[config.mk]
export PLATFORM = sky130hd
export DESIGN_NAME = swr_top
export DESIGN_NICKNAME = d
export VERILOG_FILES = /design/src/swr_pkg.sv /design/src/swr_top.sv /design/src/swr_sync.sv
export VERILOG_INCLUDE_DIRS = /design/src
export SDC_FILE = /design/constraint.sdc
export NUM_CORES = 1
export LEC_CHECK = 0
export ABC_AREA = 1
export BUFFER_PORTS_ARGS = -buffer_cell sky130_fd_sc_hd__buf_2
export CAP_MARGIN = 20
export CORE_MARGIN = 5
export CORE_UTILIZATION = 40
export DETAILED_ROUTE_END_ITERATION = 12
export GPL_ROUTABILITY_DRIVEN = 0
export PLACE_DENSITY = 0.66
export SETUP_SLACK_MARGIN = 0.02
export SLEW_MARGIN = 30
export SYNTH_ARGS = -nofsm -noshare
export SYNTH_HDL_FRONTEND = slang
export SYNTH_SLANG_ARGS = --single-unit
[constraint.sdc]
create_clock -name pclk -period 1.8 [get_ports pclk]
set_input_delay 0.36 -clock pclk [delete_from_list [all_inputs] [get_ports pclk]]
set_output_delay 0.36 -clock pclk [all_outputs]
set_load 0.01 [all_outputs]
[src/swr_regs.svh]
/*
  Register offsets, field positions, reset values and timing figures
  for the sleep, wake-up and reset-cause block.
  Assumes a 250 MHz pclk and a 32-bit APB with byte addressing.
*/
`ifndef SWR_REGS_SVH
`define SWR_REGS_SVH

// ----------------------------------------------------------------
// register map
// ----------------------------------------------------------------
`define SWR_ADDR_W        12
`define SWR_OFS_CTRL      12'h000
`define SWR_OFS_STATUS    12'h004
`define SWR_OFS_PINS      12'h008

// ----------------------------------------------------------------
// fields
// ----------------------------------------------------------------
`define SWR_CTRL_W        3
`define SWR_CTRL_DOG_BIT  0
`define SWR_CTRL_WAKE_BIT 1
`define SWR_CTRL_CLRP_BIT 2
`define SWR_CTRL_RST      3'h5
`define SWR_STAT_GW_BIT   7
`define SWR_STAT_TMO_BIT  4
`define SWR_STAT_PWDN_BIT 3
`define SWR_STAT_SLP_BIT  8
`define SWR_STAT_HOLD_BIT 9
`define SWR_PINS_REF_LSB  0
`define SWR_PINS_NOW_LSB  4
`define SWR_PORT_W        6
`define SWR_WATCH_W       3
`define SWR_SYNC_RST      4'h8

// ----------------------------------------------------------------
// timing
// ----------------------------------------------------------------
`define SWR_CLK_NS        4
`define SWR_TICK_NS       1000
`define SWR_TICK_CYCLES   (`SWR_TICK_NS / `SWR_CLK_NS)
`define SWR_DOG_TIME_MS   18
`define SWR_HOLD_POR_MS   1
`define SWR_HOLD_SUB_US   10
`define SWR_MS_TICKS      (1000000 / `SWR_TICK_NS)
`define SWR_US_TICKS      (1000 / `SWR_TICK_NS)

`endif

[src/swr_pkg.sv]
/*
  Types for the sleep, wake-up and reset-cause block.
  Assumes swr_regs.svh supplies the numeric constants.
*/
package swr_pkg;

  // ----------------------------------------------------------------
  // state machine
  // ----------------------------------------------------------------
  typedef enum logic [1:0] {
    ST_RUN,
    ST_SLEEP,
    ST_HOLD
  } swr_state_t;

  typedef logic [15:0] swr_tick_t;

endpackage : swr_pkg

[src/swr_top.sv]
/*
  Sleep control, wake-up detection, watchdog and reset-cause flags,
  with an APB slave for control and status.
  Assumes presetn is the power-on reset, core strobes are on pclk,
  and pins and the clear pin are asynchronous.
*/
`timescale 1ns/1ps
`include "swr_regs.svh"
module swr_top
  import swr_pkg::*;
#(
  parameter swr_tick_t DOG_PERIOD_TICKS = swr_tick_t'(`SWR_DOG_TIME_MS * `SWR_MS_TICKS),
  parameter swr_tick_t HOLD_POR_TICKS   = swr_tick_t'(`SWR_HOLD_POR_MS * `SWR_MS_TICKS),
  parameter int        TICK_CYCLES      = `SWR_TICK_CYCLES
) (
  input  wire logic                     pclk,
  input  wire logic                     presetn,
  input  wire logic [`SWR_ADDR_W-1:0]   paddr,
  input  wire logic                     psel,
  input  wire logic                     penable,
  input  wire logic                     pwrite,
  input  wire logic [31:0]              pwdata,
  input  wire logic [3:0]               pstrb,
  output logic      [31:0]              prdata,
  output logic                          pready,
  output logic                          pslverr,
  input  wire logic                     sleep_req,
  input  wire logic                     port_access,
  input  wire logic [`SWR_PORT_W-1:0]   core_port_out,
  input  wire logic [`SWR_PORT_W-1:0]   core_port_oe,
  input  wire logic                     port_pin_zero,
  input  wire logic                     port_pin_one,
  input  wire logic                     port_pin_three,
  input  wire logic                     master_clear_pin,
  output logic      [`SWR_PORT_W-1:0]   pin_drive_out,
  output logic      [`SWR_PORT_W-1:0]   pin_drive_en,
  output logic                          core_reset_n,
  output logic                          core_restart,
  output logic                          osc_drive_en,
  output logic                          sleeping,
  output logic                          timeout_flag_n,
  output logic                          powerdown_flag_n,
  output logic                          pin_change_wake_flag
);

  // ----------------------------------------------------------------
  // declarations
  // ----------------------------------------------------------------
  localparam int        TICK_W        = $clog2(TICK_CYCLES);
  localparam logic [TICK_W-1:0] TICK_LAST = TICK_W'(TICK_CYCLES - 1);
  localparam swr_tick_t HOLD_SUB_TICKS = swr_tick_t'(`SWR_HOLD_SUB_US * `SWR_US_TICKS);

  swr_state_t                 st_q;
  swr_state_t                 st_d;
  logic                       tmo_q;
  logic                       tmo_d;
  logic                       pwdn_q;
  logic                       pwdn_d;
  logic                       gw_q;
  logic                       gw_d;
  logic                       hold_start;
  logic [`SWR_CTRL_W-1:0]     ctrl_q;
  logic [TICK_W-1:0]          div_q;
  logic                       tick;
  swr_tick_t                  dog_q;
  swr_tick_t                  hold_q;
  swr_tick_t                  hold_len_q;
  logic [`SWR_WATCH_W-1:0]    ref_q;
  logic [`SWR_WATCH_W-1:0]    pins_s;
  logic [`SWR_WATCH_W:0]      sync_q;
  logic                       clrp_s;
  logic                       restart_q;
  logic [31:0]                prdata_q;
  logic [`SWR_PORT_W-1:0]     drv_out_q;
  logic [`SWR_PORT_W-1:0]     drv_en_q;

  // ----------------------------------------------------------------
  // pin synchronisers
  // ----------------------------------------------------------------
  swr_sync #(
    .W   (`SWR_WATCH_W + 1),
    .RST (`SWR_SYNC_RST)
  ) u_sync (
    .clk   (pclk),
    .rst_n (presetn),
    .d     ({master_clear_pin, port_pin_three, port_pin_one, port_pin_zero}),
    .q     (sync_q)
  );

  assign clrp_s = sync_q[`SWR_WATCH_W];
  assign pins_s = sync_q[`SWR_WATCH_W-1:0];

  // ----------------------------------------------------------------
  // wake and reset sources
  // ----------------------------------------------------------------
  wire dog_en    = ctrl_q[`SWR_CTRL_DOG_BIT];
  wire wake_en   = ctrl_q[`SWR_CTRL_WAKE_BIT];
  wire clrp_en   = ctrl_q[`SWR_CTRL_CLRP_BIT];
  wire clrp_rst  = clrp_en & ~clrp_s;
  wire dog_live  = dog_en & (st_q != ST_HOLD);
  wire dog_fire  = dog_live & tick & (dog_q == DOG_PERIOD_TICKS - 16'h0001);
  wire pin_diff  = (pins_s != ref_q);
  wire pin_wake  = wake_en & pin_diff;
  wire hold_done = (hold_q >= hold_len_q);
  wire ref_load  = port_access & (st_q == ST_RUN);
  wire dog_clr   = (st_q == ST_HOLD) | (st_q == ST_RUN & sleep_req);

  // ----------------------------------------------------------------
  // 1 us tick divider
  // ----------------------------------------------------------------
  assign tick = (div_q == TICK_LAST);

  always_ff @(posedge pclk or negedge presetn) begin
    if (!presetn) begin
      div_q <= '0;
    end else begin
      div_q <= tick ? '0 : div_q + 1'b1;
    end
  end

  // ----------------------------------------------------------------
  // sequencer and reset-cause flags
  // ----------------------------------------------------------------
  always_comb begin
    st_d       = st_q;
    tmo_d      = tmo_q;
    pwdn_d     = pwdn_q;
    gw_d       = gw_q;
    hold_start = 1'b0;
    case (st_q)
      ST_RUN: begin
        if (clrp_rst) begin
          gw_d       = 1'b0;
          hold_start = 1'b1;
          st_d       = ST_HOLD;
        end else if (dog_fire) begin
          gw_d       = 1'b0;
          tmo_d      = 1'b0;
          hold_start = 1'b1;
          st_d       = ST_HOLD;
        end else if (sleep_req) begin
          tmo_d      = 1'b1;
          pwdn_d     = 1'b0;
          st_d       = ST_SLEEP;
        end
      end
      ST_SLEEP: begin
        if (clrp_rst) begin
          gw_d       = 1'b0;
          tmo_d      = 1'b1;
          pwdn_d     = 1'b0;
          hold_start = 1'b1;
          st_d       = ST_HOLD;
        end else if (dog_fire) begin
          gw_d       = 1'b0;
          tmo_d      = 1'b0;
          pwdn_d     = 1'b0;
          hold_start = 1'b1;
          st_d       = ST_HOLD;
        end else if (pin_wake) begin
          gw_d       = 1'b1;
          tmo_d      = 1'b1;
          pwdn_d     = 1'b0;
          hold_start = 1'b1;
          st_d       = ST_HOLD;
        end
      end
      ST_HOLD: begin
        if (hold_done & ~clrp_rst) begin
          st_d = ST_RUN;
        end
      end
      default: begin
        st_d = ST_HOLD;
      end
    endcase
  end

  // flags change only on the transitions above
  always_ff @(posedge pclk or negedge presetn) begin
    if (!presetn) begin
      st_q   <= ST_HOLD;
      tmo_q  <= 1'b1;
      pwdn_q <= 1'b1;
      gw_q   <= 1'b0;
    end else begin
      st_q   <= st_d;
      tmo_q  <= tmo_d;
      pwdn_q <= pwdn_d;
      gw_q   <= gw_d;
    end
  end

  // ----------------------------------------------------------------
  // watchdog counter
  // ----------------------------------------------------------------
  always_ff @(posedge pclk or negedge presetn) begin
    if (!presetn) begin
      dog_q <= '0;
    end else if (dog_clr | ~dog_en | dog_fire) begin
      dog_q <= '0;
    end else if (tick) begin
      dog_q <= dog_q + 16'h0001;
    end
  end

  // ----------------------------------------------------------------
  // reset delay timer; held at zero while the clear pin is low and enabled
  // ----------------------------------------------------------------
  always_ff @(posedge pclk or negedge presetn) begin
    if (!presetn) begin
      hold_q     <= '0;
      hold_len_q <= HOLD_POR_TICKS;
    end else if (hold_start) begin
      hold_q     <= '0;
      hold_len_q <= HOLD_SUB_TICKS;
    end else if (st_q == ST_HOLD & clrp_rst) begin
      hold_q     <= '0;
    end else if (st_q == ST_HOLD & tick & ~hold_done) begin
      hold_q     <= hold_q + 16'h0001;
    end
  end

  // ----------------------------------------------------------------
  // pin-change reference and held pin drive
  // ----------------------------------------------------------------
  always_ff @(posedge pclk or negedge presetn) begin
    if (!presetn) begin
      ref_q     <= '0;
      drv_out_q <= '0;
      drv_en_q  <= '0;
      restart_q <= 1'b0;
    end else begin
      if (ref_load) begin
        ref_q <= pins_s;
      end
      if (st_q != ST_SLEEP) begin
        drv_out_q <= core_port_out;
        drv_en_q  <= core_port_oe;
      end
      restart_q <= (st_q == ST_HOLD) & (st_d == ST_RUN);
    end
  end

  // ----------------------------------------------------------------
  // APB slave
  // ----------------------------------------------------------------
  wire sel_ctrl   = (paddr == `SWR_OFS_CTRL);
  wire sel_status = (paddr == `SWR_OFS_STATUS);
  wire sel_pins   = (paddr == `SWR_OFS_PINS);
  wire addr_hit   = sel_ctrl | sel_status | sel_pins;
  wire setup_ph   = psel & ~penable;
  wire access_ph  = psel & penable;
  wire ctrl_wr    = access_ph & pwrite & sel_ctrl & pstrb[0];

  logic [31:0] rd_mux;

  always_comb begin
    rd_mux = 32'h0000_0000;
    if (sel_ctrl) begin
      rd_mux[`SWR_CTRL_W-1:0] = ctrl_q;
    end else if (sel_status) begin
      rd_mux[`SWR_STAT_GW_BIT]   = gw_q;
      rd_mux[`SWR_STAT_TMO_BIT]  = tmo_q;
      rd_mux[`SWR_STAT_PWDN_BIT] = pwdn_q;
      rd_mux[`SWR_STAT_SLP_BIT]  = (st_q == ST_SLEEP);
      rd_mux[`SWR_STAT_HOLD_BIT] = (st_q == ST_HOLD);
    end else if (sel_pins) begin
      rd_mux[`SWR_PINS_REF_LSB +: `SWR_WATCH_W] = ref_q;
      rd_mux[`SWR_PINS_NOW_LSB +: `SWR_WATCH_W] = pins_s;
    end
  end

  always_ff @(posedge pclk or negedge presetn) begin
    if (!presetn) begin
      ctrl_q   <= `SWR_CTRL_RST;
      prdata_q <= '0;
    end else begin
      if (ctrl_wr) begin
        ctrl_q <= pwdata[`SWR_CTRL_W-1:0];
      end
      if (setup_ph) begin
        prdata_q <= pwrite ? 32'h0000_0000 : rd_mux;
      end
    end
  end

  // ----------------------------------------------------------------
  // outputs
  // ----------------------------------------------------------------
  assign prdata               = prdata_q;
  assign pready               = 1'b1;
  assign pslverr              = access_ph & ~addr_hit;
  assign pin_drive_out        = drv_out_q;
  assign pin_drive_en         = drv_en_q;
  assign core_reset_n         = (st_q != ST_HOLD);
  assign core_restart         = restart_q;
  assign osc_drive_en         = (st_q != ST_SLEEP);
  assign sleeping             = (st_q == ST_SLEEP);
  assign timeout_flag_n       = tmo_q;
  assign powerdown_flag_n     = pwdn_q;
  assign pin_change_wake_flag = gw_q;

endmodule : swr_top

[src/swr_sync.sv]
/*
  Two-flop synchroniser for a group of pin levels.
  Assumes each bit is an independent level; no bus coherence.
*/
`timescale 1ns/1ps
module swr_sync #(
  parameter int         W   = 1,
  parameter logic [W-1:0] RST = '0
) (
  input  wire logic         clk,
  input  wire logic         rst_n,
  input  wire logic [W-1:0] d,
  output logic      [W-1:0] q
);

  logic [W-1:0] meta_q;

  // ----------------------------------------------------------------
  // two stages; first stage read only by the second
  // ----------------------------------------------------------------
  always_ff @(posedge clk or negedge rst_n) begin
    if (!rst_n) begin
      meta_q <= RST;
      q      <= RST;
    end else begin
      meta_q <= d;
      q      <= meta_q;
    end
  end

endmodule : swr_sync

==> results.json, run 1 <==
{
  "hold_viol": 0,
  "cp_num_cells": 11,
  "fin_skew_ns": 0.00701,
  "setup_ws_ns": -0.289,
  "startpoint": "hold_len_q[8]",
  "core_um2": 10900,
  "crit_path_end_kind": "flip-flop",
  "synth_edf_count": 0,
  "grt_max_degree": 31,
  "async_reset_ff_share_pct": 100,
  "slew_headroom_pct": 61.5,
  "cp_max_fo": 6,
  "fill_cells": 1041,
  "ir_drop_v": 0.000442,
  "yosysSeqAreaShare_pct": 46.9,
  "portBuffers": 68,
  "placedCellCount": 821,
  "drt_iter0_markers": 231,
  "status": "complete, but fails checks",
  "ys.flop_type": "dfrtp_1",
  "required_ns": 2.05,
  "syn-mean-instance-area_um2": 7.85,
  "gr-usage-all-layers_pct": 16.5,
  "maxSlewViolCount": 0,
  "reg2reg_from": "hold_len_q[8]",
  "antenna_left": 0,
  "cp-start-kind": "flip-flop",
  "ys_ff_latch": 84,
  "ff2ff_path_depth": 11,
  "setup_viol": 14,
  "die_area_um2": 13500,
  "critPathKind": "reg2reg",
  "clkLatencyLatePin_ns": 0.33,
  "wl_per_cell_um": 13.4,
  "cp_slowest_cell": "dfstp_2",
  "finalSetupTns_ns": -3.41,
  "yosysTopAreaCellShare_pct": 42.2,
  "synthCells": 574,
  "worstMarginPinSlew_ns": 0.578,
  "viasPerCell": 4.98,
  "drtPass1Iterations": 5,
  "design.portCount": 124,
  "antenna_found_initial": 0,
  "cap_violations": 0,
  "synth_area_leader_cell": "dfrtp_1",
  "rrSetupSlack_ns": -0.29,
  "antenna_cells": 0,
  "crit_buf_inv": 2,
  "synth.top_cells.by_count": "nand2_1 (152), dfrtp_1 (76), nor2_1 (61)",
  "rsz0062_at_grt": "yes",
  "post-route-util_pct": 53.3,
  "violations": "setup timing",
  "p_per_area_nw_per_um2": 697,
  "numClockSinks": 84,
  "cpMostUsedCell": "nor2_2",
  "arrival_ns": 2.33,
  "initial_core_util_pct": 41.2,
  "final-seq-area_um2": 2110,
  "fin_crit_ns": 2.09,
  "yosysMostFrequentCell": "nand2_1",
  "drive_above_1_share_pct": 27.8,
  "root_buffer": "clkbuf_16",
  "crit_path_max_incr_delay_ns": 0.55,
  "drc": 0,
  "num_vias": 4184,
  "cts_made_buffers": 9,
  "fmax_mhz": 479,
  "dp_hpwl_mm": 8.10,
  "wl_mm": 11.2,
  "synth_area_leaders": "dfrtp_1 (42%), nand2_1 (13%), nor2_1 (5.1%)",
  "crit_path_end": "hold_q[0]",
  "layout_worst_path_cycle_share_pct": 116,
  "min_path_type": "in2reg",
  "grt_pass1_vias": 4065,
  "cts_tree": "yes",
  "instances_no_fill": 841,
  "clk_pin_slew_ns": 0.06,
  "r2r_end": "hold_q[0]",
  "final_nets": 777,
  "area_growth_pct": 29.4,
  "syn-cell-area_um2": 4510,
  "path_cells": "clkinvlp_4, ha_4, nand2_1, a21oi_2, nor2_2, nand2_2, nand2_4, nand3_4, buf_6, nor2_2, nor3_2",
  "synth-warning-count": 0,
  "grt_first_pass_wirelength_mm": 18.0,
  "timing.hold.ws_ns": 0.126,
  "clockBufferDepth": 2,
  "die_y_um": 116,
  "dieWidth_um": 116,
  "h-tree-depth": 3,
  "multiInputGateArea_um2": 2180,
  "row_count": 38,
  "grt-ovfl-total": 0,
  "crit_family": "simple AND/OR/NAND/NOR gates",
  "power_mw": 4.07,
  "p_leak_nw": 2.94,
  "ys_types": 41
}
[state kept, by name, indices dropped and copies added (netlist names), 2 cells and up]
name	flops
hold_q	16
st_q	2
pin_drive_en	6
pin_drive_out	6
div_q	8
ctrl_q	3
ref_q	3
u_sync.q	4
u_sync.meta_q	4
hold_len_q	2
prdata	10
dog_q	16
[worst register-to-register path, stage by stage, from the launching register on]
cell	delay (ns)
dfstp_2	0.55
clkinvlp_4	0.23
ha_4	0.36
nand2_1	0.06
a21oi_2	0.15
nor2_2	0.05
nand2_2	0.09
nand2_4	0.07
nand3_4	0.10
buf_6	0.14
nor2_2	0.04
nor3_2	0.17
[layer usage]
layer  share of wire [%]  track usage [%]
met3                 7.1             3.89
met5                   0                0
met1                  43             21.0
met4                 1.4             5.65
met2                  49             27.7
[timing repair]
| action | 4_1_cts | 5_1_grt |
|---|---|---|
| resized for setup | 9 | 34 |
| endpoints found under the setup margin | 14 | 36 |
| pin swaps | 0 | 8 |
| setup buffers | 0 | 1 |
| cloned | 0 | 2 |
| endpoints found under the hold margin | 20 | 0 |
| hold buffers | 1 | 0 |
[worst min-delay path by stage]
stage          slack, ns  depth (start not counted)               end             start
3_3_place_gp        0.29                          1         dog_q[12]           presetn
4_1_cts             0.11                          1  u_sync.meta_q[3]  master_clear_pin
5_1_grt             0.12                          1  u_sync.meta_q[3]  master_clear_pin
3_5_place_dp        0.30                          1         dog_q[12]           presetn
2_1_floorplan       0.06                          0      core_restart           presetn
6_report            0.13                          1  u_sync.meta_q[3]  master_clear_pin
[stage by stage]
stage	worst slack [ns]	cell area (um^2)
3_5_place_dp	-0.222	5280
3_3_place_gp	-0.163	5280
6_report	-0.289	5830
2_1_floorplan	0.0250	4600
5_1_grt	-0.407	5830
4_1_cts	-0.253	5650
[final cells by class]
| class | instances | share of cell area, % |
|---|---|---|
| Timing Repair Buffer | 121 | 13.8 |
| Sequential cell | 84 | 36.2 |
| Multi-Input combinational cell | 413 | 37.3 |
| Clock buffer | 13 | 4.12 |
| Clock inverter | 3 | 1.12 |
| Tap cell | 140 | 3.00 |
| Inverter | 67 | 4.42 |
[kinds of logic after synthesis]
| kind of cell | count (synthesis) | share of synthesized area (%) |
|---|---|---|
| AND/OR/NAND/NOR | 319 | 31.3 |
| other | 2 | 0.167 |
| flip-flops | 84 | 46.9 |
| adder cells (fa/ha/maj) | 10 | 2.78 |
| multiplexers | 2 | 0.500 |
| AO/OA/AOI/OAI | 49 | 6.05 |
| buffers and inverters | 98 | 10.4 |
| XOR/XNOR | 10 | 1.94 |
[placed cells by master, fill, tap and decap left out, types with 3 or more instances in the layout]
cell | synthesis | layout
nand2_2 | 5 | 10
buf_4 | 25 | 46
nand2_4 | 3 | 4
nand2_1 | 152 | 144
inv_2 | 7 | 8
a21oi_1 | 14 | 11
ha_1 | 10 | 5
nand4_1 | 17 | 17
inv_1 | 60 | 57
ha_4 | 0 | 4
nand3_1 | 45 | 43
dfstp_2 | 8 | 8
clkbuf_16 | 0 | 10
conb_1 | 2 | 23
dfrtp_1 | 76 | 76
nor3_1 | 23 | 21
xor2_1 | 8 | 8
a21oi_2 | 0 | 3
o21ai_1 | 9 | 8
o21ai_0 | 15 | 15
buf_2 | 1 | 67
nor2_2 | 4 | 8
nor2_1 | 61 | 56
buf_6 | 1 | 3
clkbuf_1 | 3 | 4
nor2_4 | 2 | 3
[report_power, final]
part,switching [mW],internal [mW],total (mW)
Combinational,0.130,0.0715,0.201
Sequential,0.0119,1.91,1.93
Clock,0.724,1.22,1.94
Note: power is estimated with default switching activity, not from simulation.
==> inputs of run 2 (changes only) <==
--- a/config.mk
+++ b/config.mk
@@ -19,3 +19,4 @@
 export SYNTH_ARGS = -nofsm -noshare
 export SYNTH_HDL_FRONTEND = slang
 export SYNTH_SLANG_ARGS = --single-unit
+export TNS_END_PERCENT = 5
==> results.json, run 2 (synthesis results as in run 1) <==
{
  "required_ns": 2.04,
  "root_buffer": "clkbuf_16",
  "final_common_cell": "nand2_1",
  "clockBufferDepth": 2,
  "placed_area_um2": 5280,
  "cpMostUsedCell": "nand2_1",
  "final_area_um2": 5690,
  "grt_util_met1_pct": 21.0,
  "drive_above_1_share_pct": 25.5,
  "portBuffers": 68,
  "drc": 0,
  "slew_headroom_pct": 63.4,
  "min_path_type": "in2reg",
  "dieWidth_um": 116,
  "cts_tree": "yes",
  "wl_mm": 10.7,
  "status": "complete, but fails checks",
  "clk_pin_slew_ns": 0.06,
  "hold_viol": 0,
  "viasPerCell": 4.91,
  "cp-start-kind": "flip-flop",
  "grtUsageMet2_pct": 27.7,
  "crit_buf_inv": 3,
  "die_y_um": 116,
  "arrival_ns": 2.31,
  "worstMarginPinSlew_ns": 0.549,
  "antenna_cells": 0,
  "antenna_found_initial": 0,
  "grt_first_pass_wirelength_mm": 18.0,
  "p_per_area_nw_per_um2": 715,
  "crit_family": "simple AND/OR/NAND/NOR gates",
  "grtUsageMet3_pct": 3.89,
  "rsz0062_at_grt": "yes",
  "numClockSinks": 84,
  "fmax_mhz": 484,
  "drtPass1Iterations": 4,
  "area_growth_pct": 26.2,
  "initial_core_util_pct": 41.2,
  "num_vias": 4112,
  "fin_skew_ns": 0.00860,
  "antenna_left": 0,
  "setup_viol": 14,
  "crit_path_end_kind": "flip-flop",
  "dp_hpwl_mm": 8.10,
  "path_cells": "clkinvlp_4, ha_1, nand2_1, a21oi_2, nor2_1, nand2_1, nand2_2, nand3_2, buf_6, nand2_1, inv_1, nor3_2",
  "setup_ws_ns": -0.264,
  "h-tree-depth": 3,
  "design.portCount": 124,
  "ir_drop_v": 0.000441,
  "cp_slowest_cell": "dfstp_2",
  "cap_violations": 0,
  "layout_worst_path_cycle_share_pct": 115,
  "core_um2": 10900,
  "place_ws_ns": -0.222,
  "drt_iter0_markers": 213,
  "critPathKind": "reg2reg",
  "fill_cells": 1065,
  "cp_max_fo": 10,
  "clkLatencyLatePin_ns": 0.33,
  "p_leak_nw": 2.90,
  "fin_crit_ns": 2.06,
  "grt_pass1_vias": 4064,
  "row_count": 38,
  "violations": "setup timing",
  "final_nets": 774,
  "maxSlewViolCount": 0,
  "gr-usage-all-layers_pct": 16.5,
  "busiest_layer": "met2",
  "layout_common_cells": "nand2_1 (150), dfrtp_1 (76), buf_2 (67), inv_1 (58), nor2_1 (58)",
  "grt-ovfl-total": 0,
  "die_area_um2": 13500,
  "cts_made_buffers": 9,
  "grt_max_degree": 31,
  "crit_path_max_incr_delay_ns": 0.54,
  "wl_per_cell_um": 12.8
}
[run 2: cell types whose count changed in the layout (fill, tap and decap cells not counted), sizes merged]
cell / previous run / this run
buf: 119 / 117
clkbuf: 14 / 13
[run 2: what timing repair did]
action                                 4_1_cts  5_1_grt
buffers inserted                             0        0
hold buffers                                 1        0
setup endpoints to repair                   14       36
resized for setup                            9        9
endpoints found under the hold margin       20        0
pin swaps                                    0        3
[run 2: power by group]
part	switching (mW)	internal, mW	total (mW)
clock network	0.725	1.22	1.94
logic	0.127	0.0707	0.197
registers	0.0118	1.91	1.93
[run 2: area by class of cell]
| class | count | area [um^2] | area share [%] |
|---|---|---|---|
| clock buffer | 13 | 240 | 4.22 |
| multi-input combinational | 413 | 2090 | 36.7 |
| sequential | 84 | 2110 | 37.1 |
| clock inverter | 3 | 65.1 | 1.14 |
| tap | 140 | 175 | 3.08 |
| timing repair buffer | 118 | 753 | 13.2 |
| inverter | 67 | 255 | 4.49 |
[run 2: path summary, 6_finish.rpt]
kind	cells after the start	slack (ns)	endpoint	start
max in group asynchronous	3	0.73	pin_drive_en[2]	presetn
setup / recovery	12	-0.26	hold_q[0]	hold_len_q[8]
min in group asynchronous	2	0.48	dog_q[8]	presetn
hold / removal	1	0.13	u_sync.meta_q[3]	master_clear_pin
setup reg to reg	12	-0.26	hold_q[0]	hold_len_q[8]
hold reg to reg	0	0.36	u_sync.q[2]	u_sync.meta_q[2]
[run 2: routing by layer]
layer / vias to the layer above / routed length (um) / part of all wire, %
li1: 2037 / - / -
met1: 1928 / 4750 / 44
met2: 133 / 5090 / 48
met3: 14 / 709 / 6.6
met4: 0 / 147 / 1.4
met5: - / 0 / 0
[run 2: metrics by stage]
stage / TNS [ns] / power, mW / std cells / hold WS, ns / util [%]
2_1_floorplan: 0 / 2.07 / 595 / 0.0644 / -
3_3_place_gp: -1.79 / 2.15 / 821 / 0.294 / 48.3
3_5_place_dp: -2.50 / 2.16 / 821 / 0.301 / 48.3
4_1_cts: -2.52 / 4.11 / 838 / 0.115 / 51.7
5_1_grt: -5.10 / 4.21 / 838 / 0.116 / 52.0
6_report: -2.55 / 4.06 / 838 / 0.127 / 52.0
==> inputs of run 3 (changes only) <==
--- a/config.mk
+++ b/config.mk
@@ -13,7 +13,6 @@
 export CORE_UTILIZATION = 40
 export DETAILED_ROUTE_END_ITERATION = 12
 export GPL_ROUTABILITY_DRIVEN = 0
-export PLACE_DENSITY = 0.66
 export SETUP_SLACK_MARGIN = 0.02
 export SLEW_MARGIN = 30
 export SYNTH_ARGS = -nofsm -noshare
==> constraint.sdc (replaced) <==
create_clock -name pclk -period 2.52 [get_ports pclk]
set_input_delay 0.504 -clock pclk [delete_from_list [all_inputs] [get_ports pclk]]
set_output_delay 0.504 -clock pclk [all_outputs]
set_load 0.01 [all_outputs]
==> results.json, run 3 (synthesis results as in run 1) <==
{
  "status": "complete, no violations",
  "path_cells": "inv_2, nor2_2, inv_1, buf_2",
  "grt_max_degree": 50,
  "clk_pin_slew_ns": 0.06,
  "die_y_um": 116,
  "crit_path_max_incr_delay_ns": 0.55,
  "cts_tree": "yes",
  "ir_drop_v": 0.000268,
  "dieWidth_um": 116,
  "drc": 0,
  "clkLatencyLatePin_ns": 0.34,
  "reg2reg_from": "hold_len_q[8]",
  "grt_pass1_vias": 3694,
  "clockBufferDepth": 2,
  "h-tree-depth": 3,
  "final_nets": 731,
  "postCtsSetupBuffers": 0,
  "row_count": 38,
  "numClockSinks": 84,
  "gr-usage-all-layers_pct": 15.8,
  "required_ns": 2.02,
  "layout_common_cells": "nand2_1 (152), dfrtp_1 (76), buf_2 (67), nor2_1 (61), inv_1 (60)",
  "combPwrFrac_pct": 4.4,
  "core_um2": 10900,
  "design.portCount": 124,
  "rsz0062_at_grt": "no",
  "cts_resized": 0,
  "p_leak_nw": 2.68,
  "setup_viol": 0,
  "cp_max_fo": 16,
  "internal_power_mw": 2.31,
  "p_sw_uw": 633,
  "fill_cells": 1080,
  "cp_num_cells": 4,
  "wl_per_cell_um": 12.6,
  "min_path_type": "in2async",
  "num_vias": 3830,
  "cp-start-kind": "flip-flop",
  "layout_worst_path_cycle_share_pct": 93.4,
  "power_mw": 2.94,
  "rrSetupSlack_ns": 0.33,
  "dp_hpwl_mm": 7.50,
  "hold_buffers": 0,
  "switching_share_pct": 21.5,
  "seq_power_share_pct": 46.8,
  "arrival_ns": 1.85,
  "instances_no_fill": 795,
  "area_growth_pct": 16.9,
  "slew_headroom_pct": 51.8,
  "grt-ovfl-total": 0,
  "finalSetupTns_ns": 0,
  "p_per_area_nw_per_um2": 558,
  "drt_iter0_markers": 182,
  "worstMarginPinSlew_ns": 0.722,
  "initial_core_util_pct": 41.2,
  "hold_viol": 0,
  "crit_path_end_kind": "primary output",
  "final_common_cell": "nand2_1",
  "cp_slowest_cell": "nor2_2",
  "drive_above_1_share_pct": 18.8,
  "antenna_left": 0,
  "multiInputGateArea_um2": 2000,
  "die_area_um2": 13500,
  "post-route-util_pct": 48.2,
  "wl_mm": 10.0,
  "cap_violations": 0,
  "crit_family": "buffers and inverters",
  "maxSlewViolCount": 0,
  "final-seq-area_um2": 2110,
  "grt_first_pass_wirelength_mm": 17.0,
  "crit_buf_inv": 3,
  "fin_skew_ns": 0.00526,
  "cts_made_buffers": 9,
  "fin_crit_ns": 2.35,
  "ff2ff_path_depth": 11,
  "antenna_cells": 0,
  "viasPerCell": 4.82,
  "fmax_mhz": 425,
  "antenna_found_initial": 0,
  "r2r_end": "hold_q[0]",
  "critPathKind": "reg2out",
  "root_buffer": "clkbuf_16",
  "p_clk_share_pct": 48.7,
  "drtPass1Iterations": 4,
  "placedCellCount": 779,
  "portBuffers": 68
}
-- run 3: changes by cell type in the layout (fill, tap and decap cells not counted), moves of 2 or more --
cell / previous run / this run
buf_4: 46 / 7
a21oi_2: 2 / 0
nand2_1: 150 / 152
nor2_2: 7 / 4
a21oi_1: 12 / 14
ha_4: 2 / 0
clkbuf_1: 4 / 2
inv_1: 58 / 60
nor2_1: 58 / 61
ha_1: 7 / 10
buf_6: 2 / 0
-- run 3: how the worst max path moves through the flow --
| stage | slack (ns) | to | from |
|---|---|---|---|
| detailed placement | 0.33 | hold_q[0] | hold_len_q[8] |
| finish | 0.17 | osc_drive_en | st_q[0] |
| global placement | 0.38 | hold_q[0] | hold_len_q[8] |
| floorplan | 0.68 | hold_q[0] | hold_len_q[8] |
| global route | 0.02 | osc_drive_en | st_q[0] |
| CTS | 0.14 | osc_drive_en | st_q[0] |
-- run 3: power by group through the flow --
stage	Sequential [mW]	Clock, mW	Combinational [mW]
6_report	1.38	1.43	0.130
5_1_grt	1.38	1.52	0.151
4_1_cts	1.38	1.46	0.134
3_5_place_dp	1.40	0	0.134
3_3_place_gp	1.40	0	0.132
2_1_floorplan	1.40	0	0.0737
-- run 3: cell type report --
cell class | count | area share (%)
Sequential cell | 84 | 40.1
Multi-Input combinational cell | 413 | 38.0
Timing Repair Buffer | 75 | 7.74
Inverter | 67 | 4.77
Clock buffer | 12 | 4.68
Tap cell | 140 | 3.32
Clock inverter | 4 | 1.38
-- run 3: metrics by stage --
step | hold WS (ns) | worst slack, ns | area, um^2
after floorplan | 0.208 | 0.680 | 4590
after global placement | 0.337 | 0.381 | 4950
after detailed placement | 0.340 | 0.333 | 4950
after CTS | 0.138 | 0.144 | 5270
after global routing | 0.156 | 0.0239 | 5270
final | 0.121 | 0.166 | 5270
-- run 3: routing by layer --
metal / global-route usage (%) / vias up / wire (um) / share of wire, %
met2: 26.4 / 96 / 4680 / 47
met1: 20.4 / 1767 / 4560 / 46
met3: 2.80 / 14 / 587 / 5.9
met5: 0 / - / 0 / 0
met4: 6.26 / 0 / 174 / 1.7
li1: - / 1953 / - / -
